[config.mk]
export PLATFORM = sky130hd
export DESIGN_NAME = sfr_read_engine
export DESIGN_NICKNAME = d
export VERILOG_FILES = /design/src/rtl/sfr_read_engine.v
export VERILOG_INCLUDE_DIRS = /design/src /design/src/rtl
export SDC_FILE = /design/constraint.sdc
export NUM_CORES = 1
export LEC_CHECK = 0
export ABC_CLOCK_PERIOD_IN_PS = 6500
export BUFFER_PORTS_ARGS = -buffer_cell sky130_fd_sc_hd__buf_2
export CORE_UTILIZATION = 30
export CTS_CLUSTER_SIZE = 20
export DETAILED_ROUTE_END_ITERATION = 16
export GPL_TIMING_DRIVEN = 0
export PLACE_DENSITY_LB_ADDON = 0.1
export RECOVER_POWER = 100
export SLEW_MARGIN = 15
export SYNTH_ARGS = -nofsm -noshare
export SYNTH_HDL_FRONTEND = slang
export SYNTH_SLANG_ARGS = --single-unit
[constraint.sdc]
create_clock -name clk -period 6.5 [get_ports clk]
set_input_delay 0.325 -clock clk [delete_from_list [all_inputs] [get_ports clk]]
set_output_delay 0.325 -clock clk [all_outputs]
set_load 0.1 [all_outputs]
[src/rtl/sfr_regs.vh]
// Constants of the serial flash read front end
`ifndef SFR_REGS_VH
`define SFR_REGS_VH
// Instruction codes
`define SFR_OP_FAST_READ  8'h0b
`define SFR_OP_DUAL_OUT   8'h3b
`define SFR_OP_DUAL_IO    8'hbb
`define SFR_OP_QUAD_OUT   8'h6b
`define SFR_OP_QUAD_IO    8'heb
`define SFR_OP_ENTER_WIDE 8'hb7
`define SFR_OP_EXIT_WIDE  8'he9
// Configuration bit positions
`define SFR_CFG_WIDE_POS  5
`define SFR_CFG_DSL_POS   6
`define SFR_CFG_DSH_POS   7
// Reset values
`define SFR_WIDE_RST      1'b0
`define SFR_LINES_RST     4'h0
// Line widths as log2 of data lines in use
`define SFR_LG_ONE        2'h0
`define SFR_LG_TWO        2'h1
`define SFR_LG_FOUR       2'h2
// Phase lengths: opcode in serial clocks, address in bits
`define SFR_OPC_CLK_SER   6'h08
`define SFR_OPC_CLK_QUAD  6'h02
`define SFR_ADDR_BITS_3B  6'h18
`define SFR_ADDR_BITS_4B  6'h20
// Dummy clocks per select code
`define SFR_DUMMY_PLAIN   5'h08
`define SFR_DUMMY_DIO_0   5'h04
`define SFR_DUMMY_DIO_1   5'h08
`define SFR_DUMMY_QIO_0   5'h06
`define SFR_DUMMY_QIO_1   5'h04
`define SFR_DUMMY_QIO_2   5'h08
`define SFR_DUMMY_QIO_3   5'h0a
`endif

[src/rtl/sfr_read_engine.v]
// Serial flash read command front end: decode, address, dummy and data phases
`timescale 1ns/100ps
`default_nettype none
`include "sfr_regs.vh"

module sfr_read_engine #(
  parameter ADDR_W = 25
) (
  input  wire              clk,
  input  wire              sys_rst,
  input  wire              chipSelectN,
  input  wire              serialClk,
  input  wire [3:0]        dataLinesIn,
  input  wire [7:0]        configBits,
  input  wire              extendedAddressBit,
  input  wire              quadCommandMode,
  input  wire              writeCycleBusy,
  input  wire [7:0]        memData,
  output reg  [3:0]        dataLinesOut,
  output reg  [3:0]        dataLinesOe,
  output reg  [ADDR_W-1:0] memAddr,
  output reg               wideAddressFlag,
  output reg               readActive
);

  // ----------------------------------------
  // States
  // ----------------------------------------
  localparam [2:0] ST_OPC   = 3'h0;
  localparam [2:0] ST_ADDR  = 3'h1;
  localparam [2:0] ST_DUMMY = 3'h2;
  localparam [2:0] ST_DATA  = 3'h3;
  localparam [2:0] ST_SKIP  = 3'h4;

  // ----------------------------------------
  // Helper functions
  // ----------------------------------------
  // Bits taken from the lines on one rising edge
  function [3:0] sampleIn;
    input [1:0] lg;
    input [3:0] io;
    begin
      case (lg)
        `SFR_LG_ONE: sampleIn = {3'h0, io[0]};
        `SFR_LG_TWO: sampleIn = {2'h0, io[1:0]};
        default:     sampleIn = io;
      endcase
    end
  endfunction

  // Top bits of a byte placed on the lines, higher bit on higher line
  function [3:0] laneBits;
    input [1:0] lg;
    input [7:0] b;
    begin
      case (lg)
        `SFR_LG_ONE: laneBits = {2'h0, b[7], 1'b0};
        `SFR_LG_TWO: laneBits = {2'h0, b[7:6]};
        default:     laneBits = b[7:4];
      endcase
    end
  endfunction

  // Lines driven during data out; single data goes out on line one
  function [3:0] laneEnable;
    input [1:0] lg;
    begin
      case (lg)
        `SFR_LG_ONE: laneEnable = 4'h2;
        `SFR_LG_TWO: laneEnable = 4'h3;
        default:     laneEnable = 4'hf;
      endcase
    end
  endfunction

  // Dummy clocks by address width of the read and select code
  function [4:0] dummyClocks;
    input [1:0] lg;
    input [1:0] dc;
    begin
      case (lg)
        `SFR_LG_TWO: dummyClocks = dc[0] ? `SFR_DUMMY_DIO_1 : `SFR_DUMMY_DIO_0;
        `SFR_LG_FOUR: begin
          case (dc)
            2'h0:    dummyClocks = `SFR_DUMMY_QIO_0;
            2'h1:    dummyClocks = `SFR_DUMMY_QIO_1;
            2'h2:    dummyClocks = `SFR_DUMMY_QIO_2;
            default: dummyClocks = `SFR_DUMMY_QIO_3;
          endcase
        end
        default: dummyClocks = `SFR_DUMMY_PLAIN;
      endcase
    end
  endfunction

  // ----------------------------------------
  // Pin synchronisers
  // ----------------------------------------
  // The first stage of each chain never feeds logic, to keep metastability out
  reg  [1:0]        csSync_r;
  reg  [2:0]        clkSync_r;
  reg  [3:0]        ioS1_r;
  reg  [3:0]        ioS2_r;

  // ----------------------------------------
  // Frame state
  // ----------------------------------------
  reg  [2:0]        state_r;
  reg  [5:0]        clkCnt_r;
  reg  [7:0]        opcode_r;
  reg  [31:0]       addr_r;
  reg  [1:0]        addrLog_r;
  reg  [1:0]        dataLog_r;
  reg  [4:0]        dummyLast_r;
  reg               fourByte_r;
  reg  [7:0]        shift_r;
  reg  [2:0]        slotCnt_r;

  // Serial clock edges from the last two stages of its chain
  wire              csHigh   = csSync_r[1];
  wire              sclkRise = clkSync_r[1] & ~clkSync_r[2];
  wire              sclkFall = ~clkSync_r[1] & clkSync_r[2];
  wire [1:0]        dcSel    = {configBits[`SFR_CFG_DSH_POS], configBits[`SFR_CFG_DSL_POS]};

  // Opcode assembly: quad command mode takes a nibble, else line zero only
  wire [7:0]        opcNext  = quadCommandMode ? {opcode_r[3:0], ioS2_r}
                                               : {opcode_r[6:0], ioS2_r[0]};
  wire [5:0]        opcLast  = (quadCommandMode ? `SFR_OPC_CLK_QUAD : `SFR_OPC_CLK_SER) - 6'h01;

  // Address assembly at the width of the current read
  wire [3:0]        addrIn   = sampleIn(addrLog_r, ioS2_r);
  wire [31:0]       addrNext = (addrLog_r == `SFR_LG_ONE) ? {addr_r[30:0], addrIn[0]} :
                               (addrLog_r == `SFR_LG_TWO) ? {addr_r[29:0], addrIn[1:0]} :
                                                            {addr_r[27:0], addrIn};
  wire [5:0]        addrBits = fourByte_r ? `SFR_ADDR_BITS_4B : `SFR_ADDR_BITS_3B;
  wire [5:0]        addrLast = (addrBits >> addrLog_r) - 6'h01;
  wire [31:0]       addrFull = fourByte_r ? addrNext : {8'h00, addrNext[23:0]};
  // Bits moved per falling edge of the data phase
  wire [3:0]        dataStep = 4'h1 << dataLog_r;
  // Wrap is at the array top, so a 3-byte read may stream past 16 MB
  wire [ADDR_W-1:0] addrInc  = (memAddr == {ADDR_W{1'b1}}) ? {ADDR_W{1'b0}}
                                                           : memAddr + 1'b1;

  // ----------------------------------------
  // Instruction decode
  // ----------------------------------------
  reg               decRead;
  reg  [1:0]        decAddrLog;
  reg  [1:0]        decDataLog;

  // Only the quad I/O read is taken in quad command mode
  // Unknown or refused codes park the frame until deselect
  always @* begin
    decRead    = 1'b1;
    decAddrLog = `SFR_LG_ONE;
    decDataLog = `SFR_LG_ONE;
    case (opcNext)
      `SFR_OP_FAST_READ: decRead = ~quadCommandMode;
      `SFR_OP_DUAL_OUT: begin
        decRead    = ~quadCommandMode;
        decDataLog = `SFR_LG_TWO;
      end
      `SFR_OP_DUAL_IO: begin
        decRead    = ~quadCommandMode;
        decAddrLog = `SFR_LG_TWO;
        decDataLog = `SFR_LG_TWO;
      end
      `SFR_OP_QUAD_OUT: begin
        decRead    = ~quadCommandMode;
        decDataLog = `SFR_LG_FOUR;
      end
      `SFR_OP_QUAD_IO: begin
        decAddrLog = `SFR_LG_FOUR;
        decDataLog = `SFR_LG_FOUR;
      end
      default: decRead = 1'b0;
    endcase
  end

  // ----------------------------------------
  // Synchronisers and sequencer
  // ----------------------------------------
  // Everything runs on clk; serial clock edges are found after two stages
  always @(posedge clk) begin
    if (sys_rst) begin
      csSync_r        <= 2'h3;
      clkSync_r       <= 3'h0;
      ioS1_r          <= 4'h0;
      ioS2_r          <= 4'h0;
      state_r         <= ST_OPC;
      clkCnt_r        <= 6'h00;
      opcode_r        <= 8'h00;
      addr_r          <= 32'h0;
      addrLog_r       <= `SFR_LG_ONE;
      dataLog_r       <= `SFR_LG_ONE;
      dummyLast_r     <= 5'h00;
      fourByte_r      <= 1'b0;
      shift_r         <= 8'h00;
      slotCnt_r       <= 3'h0;
      dataLinesOut    <= `SFR_LINES_RST;
      dataLinesOe     <= `SFR_LINES_RST;
      memAddr         <= {ADDR_W{1'b0}};
      wideAddressFlag <= `SFR_WIDE_RST;
      readActive      <= 1'b0;
    end else begin
      csSync_r  <= {csSync_r[0], chipSelectN};
      clkSync_r <= {clkSync_r[1:0], serialClk};
      ioS1_r    <= dataLinesIn;
      ioS2_r    <= ioS1_r;
      if (csHigh) begin
        // Deselect ends any frame and releases the lines at any time
        state_r     <= ST_OPC;
        clkCnt_r    <= 6'h00;
        addr_r      <= 32'h0;
        slotCnt_r   <= 3'h0;
        dataLinesOe <= `SFR_LINES_RST;
        readActive  <= 1'b0;
      end else begin
        if (sclkRise) begin
          case (state_r)
            ST_OPC: begin
              opcode_r <= opcNext;
              clkCnt_r <= clkCnt_r + 6'h01;
              if (clkCnt_r == opcLast) begin
                clkCnt_r <= 6'h00;
                state_r  <= ST_SKIP;
                // Busy is seen only on this last opcode rise; a later start is missed
                if (opcNext == `SFR_OP_ENTER_WIDE) begin
                  wideAddressFlag <= 1'b1;
                end else if (opcNext == `SFR_OP_EXIT_WIDE) begin
                  wideAddressFlag <= 1'b0;
                end else if (decRead && !writeCycleBusy) begin
                  state_r     <= ST_ADDR;
                  readActive  <= 1'b1;
                  addrLog_r   <= decAddrLog;
                  dataLog_r   <= decDataLog;
                  fourByte_r  <= wideAddressFlag | extendedAddressBit;
                  dummyLast_r <= dummyClocks(decAddrLog, dcSel) - 5'h01;
                end
              end
            end
            ST_ADDR: begin
              // Address bits taken on the rising serial edge
              addr_r   <= addrNext;
              clkCnt_r <= clkCnt_r + 6'h01;
              if (clkCnt_r == addrLast) begin
                clkCnt_r <= 6'h00;
                state_r  <= ST_DUMMY;
                // Array address settles long before the first data fall
                memAddr  <= addrFull[ADDR_W-1:0];
              end
            end
            ST_DUMMY: begin
              // Indicator clocks count as dummies; their content is ignored
              clkCnt_r <= clkCnt_r + 6'h01;
              if (clkCnt_r == {1'b0, dummyLast_r}) begin
                clkCnt_r <= 6'h00;
                state_r  <= ST_DATA;
              end
            end
            // Skip and data phases wait for deselect or a falling edge
            default: ;
          endcase
        end
        // Data leaves on the falling serial edge, MSB first
        if (sclkFall && state_r == ST_DATA) begin
          dataLinesOe <= laneEnable(dataLog_r);
          if (slotCnt_r == 3'h0) begin
            dataLinesOut <= laneBits(dataLog_r, memData);
            shift_r      <= memData << dataStep;
            slotCnt_r    <= 3'h7 >> dataLog_r;
            memAddr      <= addrInc;
          end else begin
            dataLinesOut <= laneBits(dataLog_r, shift_r);
            shift_r      <= shift_r << dataStep;
            slotCnt_r    <= slotCnt_r - 3'h1;
          end
        end
      end
    end
  end

endmodule

`default_nettype wire

==> impl_metrics.env, run 1 <==
export IMPL_setup_viol=0
export IMPL_cts_hold_buf=0
export IMPL_whs_ns=0.164
export IMPL_worstPathRequired_ns=6.72
export IMPL_wl_mm=19.7
export IMPL_yosys_most_used_dff="dfxtp_1"
export IMPL_synth_top_family_by_area="simple AND/OR/NAND/NOR gates"
export IMPL_rsz0062_at_grt="false"
export IMPL_max_vdd_ir_drop_v=0.000103
export IMPL_mostFrequentLayoutCells="109 x nand2_1, 108 x dfxtp_1, 86 x nor2_1"
export IMPL_period_needed_ns=5.07
export IMPL_yosysWarnings=0
export IMPL_grt_pass1_wl_mm=31.1
export IMPL_synth_distinct_cells=74
export IMPL_syn_cell_area_um2=6470
export IMPL_hold_violations=0
export IMPL_fp_dieW_um=149
export IMPL_diodes=0
export IMPL_h_tree_depth=3
export IMPL_synth_xor_area_share_pct=2.71
export IMPL_ys_seq_area_share_pct=33.4
export IMPL_max_cap_violations=0
export IMPL_async_reset_ff_share_pct=0
export IMPL_track_usage_pct=18.1
export IMPL_synth_simple_gate_area_share_pct=26.0
export IMPL_tns_ns=0
export IMPL_port_buffers=53
export IMPL_firstDrtPassIters=5
export IMPL_post_route_drc_count=0
export IMPL_final_common_cell="nand2_1"
export IMPL_synth_area_per_cell_um2=7.88
export IMPL_clockBufferDepth=2
export IMPL_viasPerCell=5.19
export IMPL_clk_pin_slew_ns=0.08
export IMPL_critPathKind="flip-flop to flip-flop"
export IMPL_cp_start_kind="flip-flop"
export IMPL_worstPathArrival_ns=5.29
export IMPL_syn_nets=864
export IMPL_holdCritPathClass="input pin to flip-flop"
export IMPL_synth_seq_cells=108
export IMPL_root_buffer="clkbuf_16"
export IMPL_worstMarginPinSlew_ns=1.19
export IMPL_grt_pass1_vias=5596
export IMPL_dp_hpwl_mm=14.9
export IMPL_status="finished clean"
export IMPL_numCtsBuffers=9
export IMPL_final_antenna_net_count=0
export IMPL_muxShareOfSynthArea_pct=9.23
export IMPL_ctsResizeCount=0
export IMPL_max_freq_ghz=0.197
export IMPL_die_area_um2=22200
export IMPL_num_vias=6042
export IMPL_post_cts_setup_buffers=0
export IMPL_antenna_found_initial=0
export IMPL_area_growth_pct=12.3
export IMPL_final_layout_size_suffix_gt1_share_pct=7.42
export IMPL_leakagePower_nw=2.24
export IMPL_pin_count=62
export IMPL_cp_max_fo=10
export IMPL_clock_latency_ns=0.36
export IMPL_synth_compound_area_share_pct=20.0
export IMPL_drtIter0Drc=297
export IMPL_synth_edf_count=0
export IMPL_fin_nets=928
export IMPL_cts_tree="done"
export IMPL_core_um2=21100
export IMPL_die_h_um=149
export IMPL_slew_headroom_pct=21.2
export IMPL_overflow=0
export IMPL_grt_max_degree=18
export IMPL_power_mw=1.27
export IMPL_synth_fa_ha_area_share_pct=3.09
export IMPL_power_density_nw_per_um2=174
export IMPL_slew_violations=0
export IMPL_skew_ns=0.0107
export IMPL_syn_instance_count=821
export IMPL_end_kind="flip-flop"
export IMPL_gp_congestion=0.821
export IMPL_routedWlPerCell_um=16.9
export IMPL_rows=53
export IMPL_post_route_period_util_pct=78.0
export IMPL_start_util_pct=30.7
export IMPL_cts_sinks=108
worst paths after layout:
path	from	end	slack [ns]	cells past startpoint
setup / recovery	addrLog_r[0]$_SDFFE_PP0P_	memAddr[5]$_SDFFE_PP0N_	1.43	11
hold / removal	dataLinesIn[3]	ioS1_r[3]$_SDFF_PP0_	0.16	2
setup reg to reg	addrLog_r[0]$_SDFFE_PP0P_	memAddr[5]$_SDFFE_PP0N_	1.43	11
hold reg to reg	csSync_r[0]$_SDFF_PP1_	csSync_r[1]$_SDFF_PP1_	0.41	1
cell type report:
type / instances / area [um2]
fill: 2322 / 13800
multi-input combinational: 635 / 3940
sequential: 108 / 2160
tap: 275 / 344
buffer: 59 / 263
clock buffer: 10 / 229
timing repair buffer: 53 / 221
inverter: 19 / 71.3
clock inverter: 5 / 36.3
layer usage:
layer | share of wire (%) | GRT usage, % | up-vias
met2 | 45 | 28.7 | 119
met1 | 50 | 25.4 | 2850
met5 | 0 | 0 | -
li1 | - | - | 3062
met3 | 4.2 | 3.00 | 11
met4 | 0.97 | 4.18 | 0
worst max-delay path, stage by stage, from the launching register on:
cell      delay, ns
dfxtp_1        0.41
clkbuf_1       0.52
clkbuf_1       0.73
inv_1          0.11
ha_1           0.38
or2_2          0.30
a32oi_1        0.26
o211ai_1       0.19
nor4_1         0.99
clkbuf_1       0.65
mux2i_1        0.25
o221ai_1       0.13
sequential cells by signal, indices dropped and copies added (netlist names):
name / flops
csSync_r: 2
memAddr: 25
dummyLast_r: 5
dataLog_r: 2
dataLinesOut: 4
addrLog_r: 2
state_r: 3
addr_r: 24
wideAddressFlag: 1
opcode_r: 7
clkCnt_r: 6
slotCnt_r: 3
dataLinesOe: 3
ioS2_r: 4
ioS1_r: 4
clkSync_r: 3
fourByte_r: 1
readActive: 1
shift_r: 8
cells in the mapped netlist, types with 6 or more instances:
master,count,area (um2)
nor3b_1,11,82.6
xnor2_1,15,131
mux2i_1,54,541
nand2_1,109,409
buf_1,7,26.3
dfxtp_1,108,2160
nand2b_1,10,62.6
ha_1,16,200
o221ai_1,6,52.6
nor2b_1,18,113
inv_1,18,67.6
a21oi_1,64,320
and3_1,7,43.8
a211oi_1,14,105
clkbuf_1,37,139
nor2_1,86,323
a31oi_1,8,50.1
nand4_1,13,81.3
nor3_1,19,95.1
nand3_1,17,85.1
or2_2,7,43.8
nor4_1,7,43.8
o22ai_1,7,43.8
o21ai_0,56,280
o211ai_1,7,52.6
logic make-up (layout without fill, tap and decap cells):
kind of cell | after synthesis | count (layout)
AO/OA/AOI/OAI | 204 | 204
multiplexers | 59 | 59
AND/OR/NAND/NOR | 336 | 336
XOR/XNOR | 20 | 20
buffers and inverters | 78 | 146
adder cells (fa/ha/maj) | 16 | 16
flip-flops | 108 | 108
power by group:
part           switching [mW]  total, mW  internal (mW)  leakage [nW]
clock                   0.265      0.526          0.261         0.133
combinational          0.0468     0.0664         0.0196          1.24
sequential            0.00645      0.673          0.667         0.873
through the flow:
stage / instance area [um2] / setup WS [ns] / util, % / std cells
after global placement: 7080 / 1.81 / 33.6 / 1149
after global routing: 7260 / 1.13 / 34.4 / 1164
after CTS: 7350 / 2.20 / 34.9 / 1164
final: 7260 / 1.43 / 34.4 / 1164
after floorplan: 6470 / 3.17 / - / 821
after detailed placement: 7090 / 2.25 / 33.6 / 1149
(Power assumes the default switching activity.)
==> run 2, diff against run 1 <==
- ABC_CLOCK_PERIOD_IN_PS: 6500 -> 4400
- clock period: 6.5 -> 4.4 ns (I/O delays scaled with it)
==> run 2 against run 1 <==
Sequential cell count did not move. Combinational power rose by 48%. Power grew 48%. Design area up 0.21%. Register-to-register slack got worse by 1.1 ns. Hold slack worse by 0.11 ns. First-iteration DRC count decreased by 2.4%. Count of clock-buffer cells in the layout unchanged. Sequential power grew 48%. Via count down 0.22%. Sequential share of layout area fell by 0.061 points. Clock power up 48%. Largest power group unchanged.
==> impl_metrics.env, run 2 (synthesis gave the netlist of run 1 again) <==
export IMPL_root_buffer="clkbuf_16"
export IMPL_stdcell_count=1164
export IMPL_r2r_start="addrLog_r[0]$_SDFFE_PP0P_"
export IMPL_dp_cells=1149
export IMPL_period_needed_ns=4.09
export IMPL_clk_pin_slew_ns=0.08
export IMPL_drtIter0Drc=290
export IMPL_min_to="ioS1_r[3]$_SDFF_PP0_"
export IMPL_setup_viol=0
export IMPL_slew_headroom_pct=21.2
export IMPL_area_growth_pct=12.5
export IMPL_mostFrequentLayoutCells="109 x nand2_1, 108 x dfxtp_1, 86 x nor2_1"
export IMPL_multiInputGateArea_um2=3950
export IMPL_status="finished clean"
export IMPL_wl_met1_mm=9.90
export IMPL_rsz0062_at_grt="false"
export IMPL_cts_tree="done"
export IMPL_port_buffers=53
export IMPL_start_util_pct=30.7
export IMPL_diodes=0
export IMPL_numCtsBuffers=9
export IMPL_rows=53
export IMPL_grt_pass1_wl_mm=31.1
export IMPL_slew_violations=0
export IMPL_cp_max_fo=10
export IMPL_h_tree_depth=3
export IMPL_num_vias=6029
export IMPL_max_freq_ghz=0.245
export IMPL_worstPathArrival_ns=4.30
export IMPL_dr_wl_met3_um=796
export IMPL_post_route_period_util_pct=92.9
export IMPL_power_density_nw_per_um2=257
export IMPL_final_common_cell="nand2_1"
export IMPL_clock_latency_ns=0.36
export IMPL_post_route_drc_count=0
export IMPL_overflow=0
export IMPL_viasPerCell=5.18
export IMPL_power_mw=1.87
export IMPL_gp_congestion=0.821
export IMPL_cp_start_kind="flip-flop"
export IMPL_firstDrtPassIters=7
export IMPL_end_kind="flip-flop"
export IMPL_die_h_um=149
export IMPL_skew_ns=0.0107
export IMPL_max_vdd_ir_drop_v=0.000152
export IMPL_holdCritPathClass="input pin to flip-flop"
export IMPL_top_layer="met4"
export IMPL_timing_rr_end="memAddr[5]$_SDFFE_PP0N_"
export IMPL_min_path_cells=2
export IMPL_critPathKind="flip-flop to flip-flop"
export IMPL_largest_reg_flops=25
export IMPL_largest_register="memAddr"
export IMPL_fill_cells=2321
export IMPL_regArea_um2=2160
export IMPL_cts_sinks=108
export IMPL_final_layout_size_suffix_gt1_share_pct=7.76
export IMPL_pin_count=62
export IMPL_dp_hpwl_mm=14.9
export IMPL_clockBufferDepth=2
export IMPL_core_um2=21100
export IMPL_wl_mm=19.7
export IMPL_grt_pass1_vias=5596
export IMPL_hold_violations=0
export IMPL_final_antenna_net_count=0
export IMPL_hold_start="dataLinesIn[3]"
export IMPL_leakagePower_nw=2.25
export IMPL_cts_hold_buf=0
export IMPL_rr_worst_depth=11
export IMPL_grt_max_degree=18
export IMPL_met2_length_mm=8.86
export IMPL_antenna_found_initial=0
export IMPL_worstMarginPinSlew_ns=1.19
export IMPL_routedWlPerCell_um=17.0
export IMPL_rrSetupSlack_ns=0.31
export IMPL_track_usage_pct=18.1
export IMPL_worstPathRequired_ns=4.62
export IMPL_reg_top3="memAddr (25), addr_r (24), shift_r (8)"
export IMPL_die_area_um2=22200
export IMPL_fin_nets=928
export IMPL_max_cap_violations=0
export IMPL_fp_dieW_um=149
[run 2: cell types whose count changed in the layout (fill, tap and decap cells not counted)]
cell | previous run | this run
clkbuf_2 | 1 | 4
clkbuf_1 | 82 | 80
buf_4 | 3 | 2
nor4_1 | 8 | 7
nor4_4 | 0 | 1
[run 2: layout make-up]
| cell class | count | share of cell area, % |
|---|---|---|
| well taps | 275 | 4.73 |
| clock inverters | 5 | 0.499 |
| repair buffers | 53 | 3.04 |
| flip-flops and latches | 108 | 29.7 |
| clock buffers | 10 | 3.15 |
| multi-input cells | 635 | 54.3 |
| plain buffers | 59 | 3.61 |
| inverters | 19 | 0.980 |
[run 2: through the flow]
step / hold WS (ns) / setup TNS [ns] / utilization [%] / instance area (um2) / worst slack (ns)
after global placement: 0.395 / -1.11 / 33.6 / 7080 / -0.291
final: 0.0587 / 0 / 34.5 / 7280 / 0.314
after CTS: 0.0478 / 0 / 34.9 / 7350 / 0.0981
after global routing: 0.0607 / 0 / 34.5 / 7280 / 0.0914
after floorplan: 0.324 / 0 / - / 6470 / 1.07
after detailed placement: 0.397 / 0 / 33.6 / 7090 / 0.153
[run 2: worst max path at each step]
| stage | from | to | depth (start not counted) |
|---|---|---|---|
| finish | addrLog_r[0]$_SDFFE_PP0P_ | memAddr[5]$_SDFFE_PP0N_ | 11 |
| global route | addrLog_r[0]$_SDFFE_PP0P_ | memAddr[5]$_SDFFE_PP0N_ | 11 |
| CTS | addrLog_r[0]$_SDFFE_PP0P_ | memAddr[17]$_SDFFE_PP0N_ | 11 |
| detailed placement | addrLog_r[0]$_SDFFE_PP0P_ | memAddr[17]$_SDFFE_PP0N_ | 11 |
| global placement | addrLog_r[0]$_SDFFE_PP0P_ | memAddr[20]$_SDFFE_PP0N_ | 10 |
| floorplan | addrLog_r[0]$_SDFFE_PP0P_ | memAddr[2]$_SDFFE_PP0N_ | 11 |
[run 2: per-layer routing]
metal | up-vias | GRT usage, %
met4 | 0 | 4.18
met2 | 118 | 28.7
met3 | 13 | 3.00
met1 | 2835 | 25.4
li1 | 3063 | -
met5 | - | 0
[run 2: what timing repair did]
action / CTS / global route
gates resized for setup: 0 / 3
endpoints found under the setup margin: 0 / 20
buffers inserted: 0 / 0
[run 2: report_power, final]
group	switching [mW]	leakage, nW	internal [mW]
sequential	0.00959	0.873	0.985
combinational	0.0693	1.24	0.0289
clock	0.391	0.133	0.385
total	0.470	2.25	1.40
[run 2: worst max-delay path, cell delays in order (launching register included)]
cell and delay [ns]:
dfxtp_1 0.41, clkbuf_1 0.53, clkbuf_2 0.48, inv_1 0.09, ha_1 0.36, or2_2 0.30
a32oi_1 0.26, o211ai_1 0.23, nor4_4 0.50, clkbuf_2 0.41, mux2i_1 0.22, o221ai_1 0.13
